File: src/design/scr_pkg.sv
/*
  Constants for the clock synthesizer control registers: register
  addresses, bit positions, write masks, reset values and timing counts.
  Assumes an 8-bit special-function register port on a paged map.
*/
`default_nettype none

package scr_pkg;

  // Register page on which the four registers live.
  localparam logic [7:0] SCR_PAGE          = 8'h0F;

  // Register addresses as printed.
  localparam logic [7:0] SCR_ADDR_CONTROL  = 8'h89;
  localparam logic [7:0] SCR_ADDR_PREDIV   = 8'h8D;
  localparam logic [7:0] SCR_ADDR_MULT     = 8'h8F;
  localparam logic [7:0] SCR_ADDR_FILTER   = 8'h8F;

  // Control register bit positions.
  localparam int         SCR_CTL_PWR_BIT   = 0;
  localparam int         SCR_CTL_RUN_BIT   = 1;
  localparam int         SCR_CTL_SRC_BIT   = 2;
  localparam int         SCR_CTL_RSVD_BIT  = 3;
  localparam int         SCR_CTL_LOCK_BIT  = 4;

  // Filter register field positions.
  localparam int         SCR_FLT_LP_LSB    = 0;
  localparam int         SCR_FLT_LP_W      = 4;
  localparam int         SCR_FLT_OSC_LSB   = 4;
  localparam int         SCR_FLT_OSC_W     = 2;

  // Field widths of the ratio registers.
  localparam int         SCR_PREDIV_W      = 5;
  localparam int         SCR_MULT_W        = 8;

  // Writable bits of each register; all others read as zero, except the lock flag in control bit 4.
  localparam logic [7:0] SCR_CTL_WR_MASK   = 8'h0F;
  localparam logic [7:0] SCR_DIV_WR_MASK   = 8'h1F;
  localparam logic [7:0] SCR_MUL_WR_MASK   = 8'hFF;
  localparam logic [7:0] SCR_FLT_WR_MASK   = 8'h3F;

  // Reset values.
  localparam logic [7:0] SCR_CTL_RESET     = 8'h00;
  localparam logic [7:0] SCR_DIV_RESET     = 8'h01;
  localparam logic [7:0] SCR_MUL_RESET     = 8'h01;
  localparam logic [7:0] SCR_FLT_RESET     = 8'h31;

  // Cycles the loop must report lock in a row before the flag is shown.
  localparam int         SCR_LOCK_FILTER   = 2;

endpackage

`default_nettype wire

File: src/design/scr_factor_decode.sv
/*
  Registered ratio decoder: turns a W-bit register field into the ratio
  it stands for, where an all-zero field means two to the power W.
  Assumes the field comes from a register in the same clock domain.
*/
`timescale 1ns/1ps
`default_nettype none

module scr_factor_decode
  import scr_pkg::*;
#(
  parameter int         W         = 8,
  parameter logic [W:0] RESET_VAL = (W+1)'(1)
) (
  input  wire logic         clk_i,
  input  wire logic         nrst_i,
  input  wire logic         ce_i,
  input  wire logic [W-1:0] field_i,
  output logic      [W:0]   factor_o
);

  logic [W:0] next_factor;

  // A zero field selects the largest ratio, one past the field range.
  always_comb begin
    next_factor = factor_o;
    if (ce_i) begin
      if (field_i == '0) begin
        next_factor = {1'b1, {W{1'b0}}};
      end else begin
        next_factor = {1'b0, field_i};
      end
    end
  end

  // The analog side sees a steady ratio, never a decode glitch.
  always_ff @(posedge clk_i or negedge nrst_i) begin
    if (!nrst_i) begin
      factor_o <= RESET_VAL;
    end else begin
      factor_o <= next_factor;
    end
  end

endmodule

`default_nettype wire

File: src/design/scr_lock_track.sv
/*
  Lock qualifier: shows the loop's lock report only while the loop is
  powered and running, and only after it has held for FILTER cycles.
  Assumes loop_locked_i is synchronous to clk_i.
*/
`timescale 1ns/1ps
`default_nettype none

module scr_lock_track
  import scr_pkg::*;
#(
  parameter int FILTER = SCR_LOCK_FILTER
) (
  input  wire logic clk_i,
  input  wire logic nrst_i,
  input  wire logic ce_i,
  input  wire logic run_ok_i,
  input  wire logic restart_i,
  input  wire logic loop_locked_i,
  output logic      locked_o
);

  localparam int CW = $clog2(FILTER + 1);

  logic [CW-1:0] count;
  logic [CW-1:0] next_count;
  logic          next_locked;

  // Any drop of power, run or lock starts qualification again.
  always_comb begin
    next_count  = count;
    next_locked = locked_o;
    if (ce_i) begin
      if (!run_ok_i || restart_i || !loop_locked_i) begin
        next_count  = '0;
        next_locked = 1'b0;
      end else if (count < CW'(FILTER)) begin
        next_count  = count + CW'(1);
        next_locked = (count + CW'(1)) == CW'(FILTER);
      end else begin
        next_locked = 1'b1;
      end
    end
  end

  always_ff @(posedge clk_i or negedge nrst_i) begin
    if (!nrst_i) begin
      count    <= '0;
      locked_o <= 1'b0;
    end else begin
      count    <= next_count;
      locked_o <= next_locked;
    end
  end

endmodule

`default_nettype wire

File: src/design/scr_synth_ctrl.sv
/*
  Control and status registers of the on-chip clock synthesizer, reached
  through the 8-bit special-function register port of the processor core.
  Assumes a single system clock, an analog loop that reports lock
  synchronously, and a core that drives one access strobe per cycle.
  Writes land at the edge that takes them; read data stands on the
  output from the following cycle until the next taken read. The ratio
  outputs follow their registers one edge later. While the clock enable
  is low every register, the read data and the lock qualification hold.
  The analog side is expected to treat every control output as a level
  that may change at any clock edge, never as a pulse.
*/
`timescale 1ns/1ps
`default_nettype none

module scr_synth_ctrl
  import scr_pkg::*;
#(
  parameter logic [7:0] CTL_ADDR    = SCR_ADDR_CONTROL,
  parameter logic [7:0] DIV_ADDR    = SCR_ADDR_PREDIV,
  parameter logic [7:0] MUL_ADDR    = SCR_ADDR_MULT,
  parameter logic [7:0] FLT_ADDR    = SCR_ADDR_FILTER,
  parameter int         LOCK_FILTER = SCR_LOCK_FILTER
) (
  input  wire logic       clk_i,
  input  wire logic       nrst_i,
  input  wire logic       ce_i,
  // Register port of the core.
  input  wire logic [7:0] sfr_page_i,
  input  wire logic [7:0] sfr_addr_i,
  input  wire logic [7:0] sfr_wdata_i,
  input  wire logic       sfr_wr_i,
  input  wire logic       sfr_rd_i,
  output logic            sfr_hit_o,
  output logic      [7:0] sfr_rdata_o,
  // Analog loop side.
  input  wire logic       loop_locked_i,
  output logic            reference_source_select_o,
  output logic            synth_run_enable_o,
  output logic            bias_power_enable_o,
  output logic      [5:0] predivide_factor_o,
  output logic      [8:0] multiply_factor_o,
  output logic      [1:0] osc_range_select_o,
  output logic      [3:0] loop_filter_range_o,
  output logic            lock_indicator_o
);

  // True when the access targets the given register on our page.
  function automatic logic addr_hit(
    input logic [7:0] page,
    input logic [7:0] addr,
    input logic [7:0] target
  );
    addr_hit = (page == SCR_PAGE) && (addr == target);
  endfunction

  // Keeps only the writable positions of a register image. The same mask
  // serves the write and the read path, so a position outside the mask can never
  // hold a one and reads back as zero, except control bit 4, which shows the lock flag.
  function automatic logic [7:0] keep_writable(
    input logic [7:0] value,
    input logic [7:0] mask
  );
    keep_writable = value & mask;
  endfunction

  // Register map, all on one register page:
  //   control     bit 0 bias power, bit 1 run, bit 2 reference source,
  //               bit 3 reserved, bit 4 qualified lock (read only),
  //               bits 7..5 read zero.
  //   predivider  bits 4..0 ratio, zero meaning 32; bits 7..5 read zero.
  //   multiplier  bits 7..0 ratio, zero meaning 256.
  //   filter      bits 3..0 loop filter code, bits 5..4 oscillator
  //               range, bits 7..6 read zero.
  // Multiplier and filter share one address by default; a write there
  // lands in both and a read returns the multiplier, so a system that
  // needs the filter readable moves it with FLT_ADDR.
  // Bias power must come up before run; the block does not enforce the
  // order, it only keeps the lock flag clear until both are on.

  // Stored register images, positions outside the write masks kept at zero.
  logic [7:0] synth_control;
  logic [7:0] synth_predivider;
  logic [7:0] synth_multiplier;
  logic [7:0] synth_filter_config;
  logic [7:0] next_control;
  logic [7:0] next_predivider;
  logic [7:0] next_multiplier;
  logic [7:0] next_filter_config;
  logic [7:0] next_rdata;

  logic       hit_ctl;
  logic       hit_div;
  logic       hit_mul;
  logic       hit_flt;
  logic       wr_ok;
  logic       rd_ok;
  logic       run_ok;
  logic       cfg_restart;
  logic       locked_flag;
  // Per-register change flags feeding the lock restart.
  logic       div_changed;
  logic       mul_changed;
  logic       flt_changed;
  logic       src_changed;

  // Address decode for the four registers. The page must match as well,
  // since the same addresses carry other registers on other pages.
  always_comb begin
    hit_ctl = addr_hit(sfr_page_i, sfr_addr_i, CTL_ADDR);
    hit_div = addr_hit(sfr_page_i, sfr_addr_i, DIV_ADDR);
    hit_mul = addr_hit(sfr_page_i, sfr_addr_i, MUL_ADDR);
    hit_flt = addr_hit(sfr_page_i, sfr_addr_i, FLT_ADDR);
  end

  // The hit flag lets the core's read mux pick our data; it is combinational
  // on purpose so the core can steer it in the access cycle. Strobes are
  // only taken while the clock enable is high; a strobe in a frozen cycle
  // is lost, so the core must hold its access off then.
  assign sfr_hit_o = hit_ctl | hit_div | hit_mul | hit_flt;
  assign wr_ok     = ce_i & sfr_wr_i;
  assign rd_ok     = ce_i & sfr_rd_i;

  // The loop may only be reported running when bias and run are both on.
  // Run without bias is a software fault; the loop then cannot lock, and
  // the flag must not claim otherwise.
  assign run_ok = synth_control[SCR_CTL_RUN_BIT]
                & synth_control[SCR_CTL_PWR_BIT];

  // Write path: each register keeps only its writable positions. A write
  // to the shared multiplier and filter address lands in both registers,
  // which is the only sensible reading of one address for two images.
  // The lock position of the control image is never stored; it is
  // inserted live on the read side.
  always_comb begin
    next_control       = synth_control;
    next_predivider    = synth_predivider;
    next_multiplier    = synth_multiplier;
    next_filter_config = synth_filter_config;
    if (wr_ok) begin
      if (hit_ctl) begin
        // Bits 7..5 are dropped and bit 4 is never stored here.
        next_control = keep_writable(sfr_wdata_i, SCR_CTL_WR_MASK);
      end
      if (hit_div) begin
        next_predivider = keep_writable(sfr_wdata_i, SCR_DIV_WR_MASK);
      end
      if (hit_mul) begin
        next_multiplier = keep_writable(sfr_wdata_i, SCR_MUL_WR_MASK);
      end
      if (hit_flt) begin
        next_filter_config = keep_writable(sfr_wdata_i, SCR_FLT_WR_MASK);
      end
    end
  end

  // Which stored settings the write taken in this cycle really changes;
  // rewriting a register with its own value must not disturb the loop.
  always_comb begin
    div_changed = hit_div && (next_predivider != synth_predivider);
    mul_changed = hit_mul && (next_multiplier != synth_multiplier);
    flt_changed = hit_flt && (next_filter_config != synth_filter_config);
    src_changed = hit_ctl
                && (next_control[SCR_CTL_SRC_BIT] != synth_control[SCR_CTL_SRC_BIT]);
  end

  // A ratio, filter or source change under a running loop invalidates the
  // old lock; the analog loop needs time to settle on the new target.
  // Changes made while the loop is stopped need no restart, because the
  // lock qualification is already held clear then.
  always_comb begin
    cfg_restart = 1'b0;
    if (wr_ok && run_ok) begin
      cfg_restart = div_changed | mul_changed | flt_changed | src_changed;
    end
  end

  // Read path: the control image gains the live lock flag in bit 4.
  // A read that hits nothing returns zero, so the core's read mux may
  // OR several peripherals together without a separate select. The
  // reserved control bit 3 reads back as stored.
  always_comb begin
    next_rdata = sfr_rdata_o;
    if (rd_ok) begin
      next_rdata = 8'h00;
      if (hit_ctl) begin
        next_rdata = keep_writable(synth_control, SCR_CTL_WR_MASK);
        next_rdata[SCR_CTL_LOCK_BIT] = locked_flag;
      end else if (hit_div) begin
        next_rdata = keep_writable(synth_predivider, SCR_DIV_WR_MASK);
      end else if (hit_mul) begin
        // At the shared address the multiplier wins the read, and the
        // filter is then write-only until FLT_ADDR moves it.
        next_rdata = synth_multiplier;
      end else if (hit_flt) begin
        next_rdata = keep_writable(synth_filter_config, SCR_FLT_WR_MASK);
      end
    end
  end

  // Register state; the clock enable freezes it all. Only constants are
  // loaded in the reset branch so the reset path stays free of logic.
  always_ff @(posedge clk_i or negedge nrst_i) begin
    if (!nrst_i) begin
      synth_control       <= SCR_CTL_RESET;
      synth_predivider    <= SCR_DIV_RESET;
      synth_multiplier    <= SCR_MUL_RESET;
      synth_filter_config <= SCR_FLT_RESET;
      sfr_rdata_o         <= 8'h00;
    end else begin
      synth_control       <= next_control;
      synth_predivider    <= next_predivider;
      synth_multiplier    <= next_multiplier;
      synth_filter_config <= next_filter_config;
      sfr_rdata_o         <= next_rdata;
    end
  end

  // Controls straight from register bits, so they are glitch free.
  // The reserved bit 3 is stored and read back but steers nothing;
  // software is expected to keep it at zero.
  // Dropping run while bias stays on holds the synthesizer in reset
  // without losing bias settling; clearing both at once is allowed.
  assign reference_source_select_o = synth_control[SCR_CTL_SRC_BIT];
  assign synth_run_enable_o        = synth_control[SCR_CTL_RUN_BIT];
  assign bias_power_enable_o       = synth_control[SCR_CTL_PWR_BIT];

  // Range codes pass as written; choosing the right code is software's job.
  // No check is made that a code suits the programmed ratio: a wrong code
  // shows up only as a loop that is slow to lock or never locks.
  assign osc_range_select_o  = synth_filter_config[SCR_FLT_OSC_LSB +: SCR_FLT_OSC_W];
  assign loop_filter_range_o = synth_filter_config[SCR_FLT_LP_LSB +: SCR_FLT_LP_W];

  // Pre-divider ratio, zero meaning the full 32; the loop output is
  // reference times multiply_factor_o over predivide_factor_o.
  // The ratio is registered once more so that a field of zero never
  // reaches the analog divider as a ratio of zero, even for one cycle.
  scr_factor_decode #(
    .W         (SCR_PREDIV_W),
    .RESET_VAL (6'(SCR_DIV_RESET))
  ) u_prediv (
    .clk_i    (clk_i),
    .nrst_i   (nrst_i),
    .ce_i     (ce_i),
    .field_i  (synth_predivider[SCR_PREDIV_W-1:0]),
    .factor_o (predivide_factor_o)
  );

  // Multiplier ratio, zero meaning the full 256. Its nine-bit output
  // carries 256 without a wrap to zero.
  scr_factor_decode #(
    .W         (SCR_MULT_W),
    .RESET_VAL (9'(SCR_MUL_RESET))
  ) u_mult (
    .clk_i    (clk_i),
    .nrst_i   (nrst_i),
    .ce_i     (ce_i),
    .field_i  (synth_multiplier),
    .factor_o (multiply_factor_o)
  );

  // Lock is qualified over a few cycles so a single report of lock from
  // a loop still pulling in does not let software switch clocks early.
  // The qualifier clears at once on loss of bias, run or lock and on a
  // restart; with the default filter the flag rises on the second edge of
  // steady lock. The trade is a short delay before software may switch
  // the system clock, against never seeing a lock that will not hold.
  scr_lock_track #(
    .FILTER (LOCK_FILTER)
  ) u_lock (
    .clk_i         (clk_i),
    .nrst_i        (nrst_i),
    .ce_i          (ce_i),
    .run_ok_i      (run_ok),
    .restart_i     (cfg_restart),
    .loop_locked_i (loop_locked_i),
    .locked_o      (locked_flag)
  );

  // The status output and control bit 4 show one and the same flag.
  assign lock_indicator_o = locked_flag;

endmodule

`default_nettype wire

File: config.mk
export PLATFORM = sky130hd
export DESIGN_NAME = scr_synth_ctrl
export DESIGN_NICKNAME = d
export VERILOG_FILES = /design/src/design/scr_pkg.sv /design/src/design/scr_factor_decode.sv /design/src/design/scr_lock_track.sv /design/src/design/scr_synth_ctrl.sv
export SDC_FILE = /design/constraint.sdc
export NUM_CORES = 1
export LEC_CHECK = 0
export ABC_CLOCK_PERIOD_IN_PS = 2250
export BUFFER_PORTS_ARGS = -buffer_cell sky130_fd_sc_hd__buf_4
export CAP_MARGIN = 10
export CORE_MARGIN = 5
export CORE_UTILIZATION = 25
export CTS_CLUSTER_SIZE = 12
export DETAILED_ROUTE_END_ITERATION = 8
export RECOVER_POWER = 100
export SETUP_SLACK_MARGIN = 0.05
export SLEW_MARGIN = 10
export SYNTH_ARGS = -nofsm -noshare
export SYNTH_HDL_FRONTEND = slang
export SYNTH_SLANG_ARGS = --single-unit
File: constraint.sdc
create_clock -name clk_i -period 2.25 [get_ports clk_i]
set_input_delay 0.45 -clock clk_i [delete_from_list [all_inputs] [get_ports clk_i]]
set_output_delay 0.45 -clock clk_i [all_outputs]
set_load 0.05 [all_outputs]
==> impl_metrics.csv <==
group,metric,value,unit
status,run_status,"complete, no violations",
yosys,ys_seq_elements,54,
clock_network,numClockSinks,54,
layout,antenna-diode-count,0,
placed_design,gpl.final_weighted_congestion,0.753,
layout,area_grow_syn2layout,22.0,%
layout,multi_input_area,1040,um^2
clock_network,cts-root-to-sink-buffers,2,
clock_network,post_cts.repair.setup_buffers,0,
layout,most-common-layout-cells,"nand2_1 (53), dfrtp_1 (47), clkbuf_1 (34), buf_4 (31), mux2_2 (22)",
timing,grt_setup_unrepaired,"false",
yosys,main_combinational_cell_family_by_area_after_synthesis,"simple AND/OR/NAND/NOR gates",
placed_design,dp_hpwl,4910,um
grt,antenna_violations_before_repair,0,
clock_network,ctsRootBufferMaster,"clkbuf_8",
layout,fillerInstances,1024,
yosys,syn_area_per_cell,10.5,um^2
timing,fin_crit,2.11,ns
clock_network,number_of_buffers_inserted_for_hold_repair_after_clock_tree_synthesis,0,
yosys,ys_async_sr_fraction,1.00,
die,fp.dieW,111,um
drt,wl_met1,2860,um
die,placement_rows,36,
clock_network,clock_insertion_delay_worst_skew,0.31,ns
yosys,yosys.area_share.adder,0.00490,
flow_run,max-cap-violations,0,
worst_setup_path,cp_num_buf_inv,3,
yosys,synth.area.mux_share,0.117,
yosys,synthDistinctLibCells,39,
worst_setup_path,worst_path_largest_cell_delay,0.30,ns
die,initial_utilization,0.259,
die,core,9860,um^2
drt,finalWirelength,6560,um
clock_network,cts.reportedPaths.clkPinSlew,0.09,ns
timing,report.final.slew_viol_count,0,
drt,drtIter0Drc,107,
layout,final_layout_size_suffix_gt1_frac,0.258,
yosys,synth-compound-area-share,0.0710,
grt,grt_first_pass_wirelength,10900,um
yosys,synthDominantCellAreaShare,0.461,
yosys,number_of_enable_type_register_cells_in_the_synthesized_netlist,0,
timing,report.final.setup_viol,0,
worst_setup_path,cpMaxStageDelayCell,"buf_2",
placed_design,placement.setup.worst_slack,0.106,ns
drt,highest_metal_used,"met4",
timing,final_skew,0.00445,ns
placed_design,post-place-cells,427,
clock_network,cts_resized,0,
timing,final_min_period_over_clock_period,0.938,
timing,finalWorstSetupSlack,0.139,ns
power,power.total,1.89,mW
die,fp.dieArea,12300,um^2
drt,ant_nets,0,
clock_network,htree_levels,2,
layout,final-seq-area,1360,um^2
grt,global_route.overflow_total,0,
timing,tightestPinTransition,1.34,ns
timing,hold_violation_total_from_the_final_report,0,
yosys,postSynthCellCount,243,
hold_path,worstHoldPathType,"primary input to register",
worst_setup_path,critPathCaptureType,"primary output",
power,static_leakage,1.49,nW
yosys,synth.yosys.seq_area_share,0.533,
drt,route.detailed.wl_per_inst,15.1,um
timing,fin_hold_ws,0.358,ns
yosys,synth_ff_type,"dfrtp_1",
worst_setup_path,critical_path.startpoint_type,"primary input",
yosys,mapped_area,2550,um^2
clock_network,tritoncts,"built",
yosys,yosys.area_share.simple,0.197,
worst_setup_path,arrival,1.66,ns
grt,grt.total_usage,0.110,
worst_setup_path,critical_path.cell_chain,"clkbuf_4, and4bb_2, nand4_1, buf_4, a21oi_1, buf_2",
grt,pin_count_of_the_biggest_net_entering_global_routing,55,
worst_setup_path,largest_fanout_on_the_critical_path,9,
power,ir_drop,349,uV
yosys,synth.net_count,274,
drt,remaining_drc_errors,0,
worst_setup_path,timing.setup.critical_path_class,"primary input to primary output",
layout,final_cell_count_no_fill,435,
yosys,synth_top_area_cell,"dfrtp_1",
power,power.density,608,nW/um^2
timing,max_freq,474,MHz
timing,setup_total_negative_slack,0,ns
worst_setup_path,worst_path_dominant_cell_family,"buffers and inverters",
timing,slew_headroom,0.105,
yosys,synthesis.yosys.warnings,0,
drt,detailedRoute.firstPassIterationCount,4,
die,boundaryPins,64,
grt,first_global_vias,2011,
drt,detail_route.vias_per_cell,4.43,
die,fp.dieH,111,um
drt,routed-wl-met3,433,um
drt,met2RoutedLength,3200,um
yosys,post_synth_main_area_contributors,"dfrtp_1 (46%), mux2_2 (9.7%), nand2_1 (7.8%)",
layout,final_common_cell,"nand2_1",
worst_setup_path,worst_ep_required_time,1.80,ns
yosys,share_of_the_synthesized_netlist_area_taken_by_xor_and_xnor_gates,0.0274,
placed_design,count_of_port_buffers_added_during_placement,63,
clock_network,cts_made_buffers,5,
drt,num_vias,1926,
layout,finalNetCount,332,
-- cell type report --
type                       count  area share
sequential                    54       0.437
multi-input combinational    164       0.333
timing repair buffer          68       0.121
tap                          133      0.0534
clock buffer                   6      0.0265
clock inverter                 2      0.0193
inverter                       8     0.00964
-- power breakdown --
| group | total [mW] | internal [mW] | switching (mW) |
|---|---|---|---|
| Clock | 0.791 | 0.474 | 0.317 |
| Combinational | 0.128 | 0.0521 | 0.0761 |
| Sequential | 0.975 | 0.973 | 0.00150 |
| Total | 1.89 | 1.50 | 0.394 |
-- cells by family after synthesis --
logic type	Yosys count
AO/OA/AOI/OAI	27
XOR/XNOR	8
adder cells (fa/ha/maj)	1
buffers and inverters	25
flip-flops	54
multiplexers	27
AND/OR/NAND/NOR	101
-- tightest hold or removal path, stage by stage --
cell and delay [ns]:
buf_4 0.09, nand2_1 0.04, nand2_1 0.05
-- Yosys cell counts (2+ instances only) --
cell / n
and3_1: 4
nor2_1: 12
dfrtp_1: 47
a21oi_1: 4
buf_2: 2
nand3_1: 5
inv_1: 8
nor4_1: 4
nand2_1: 53
mux2_2: 22
o21ai_0: 7
and4bb_2: 2
and2b_2: 3
xnor2_1: 4
xor2_1: 4
nor3_1: 7
and2_1: 2
mux2i_1: 5
clkbuf_1: 7
a31oi_1: 5
dfstp_2: 7
nor3_4: 2
or3_1: 2
o31ai_1: 5
buf_4: 6
-- final timing paths --
path,end,from,cells past startpoint,slack [ns]
max,sfr_hit_o,sfr_page_i[6],6,0.14
min,synth_multiplier[7],sfr_wdata_i[7],3,0.36
max reg2reg,u_lock.count[0],synth_multiplier[5],6,0.33
min reg2reg,synth_filter_config[5],synth_filter_config[5],2,0.48
max in group asynchronous,sfr_rdata_o[2],nrst_i,1,1.01
min in group asynchronous,u_mult.factor_o[7],nrst_i,1,0.44
-- per-stage QoR --
stage / util / area, um^2
floorplan: - / 2550
global placement: 0.318 / 3130
detailed placement: 0.318 / 3130
CTS: 0.332 / 3280
global route: 0.316 / 3120
finish: 0.316 / 3120
-- routing by layer --
layer  global-route usage  up-vias
met4               0.0268        0
met3               0.0382        7
met1                0.141      921
li1                     -      947
met2                0.178       51
met5                    0        -
-- sequential cells by signal, summed over array words and instances, names as in the netlist --
name,flops
u_lock.count,2
synth_predivider,8
u_mult.factor_o,9
synth_multiplier,8
sfr_rdata_o,8
u_prediv.factor_o,6
synth_filter_config,8
u_lock.locked_o,1
synth_control,4
Note: power is estimated with default switching activity, not from simulation.
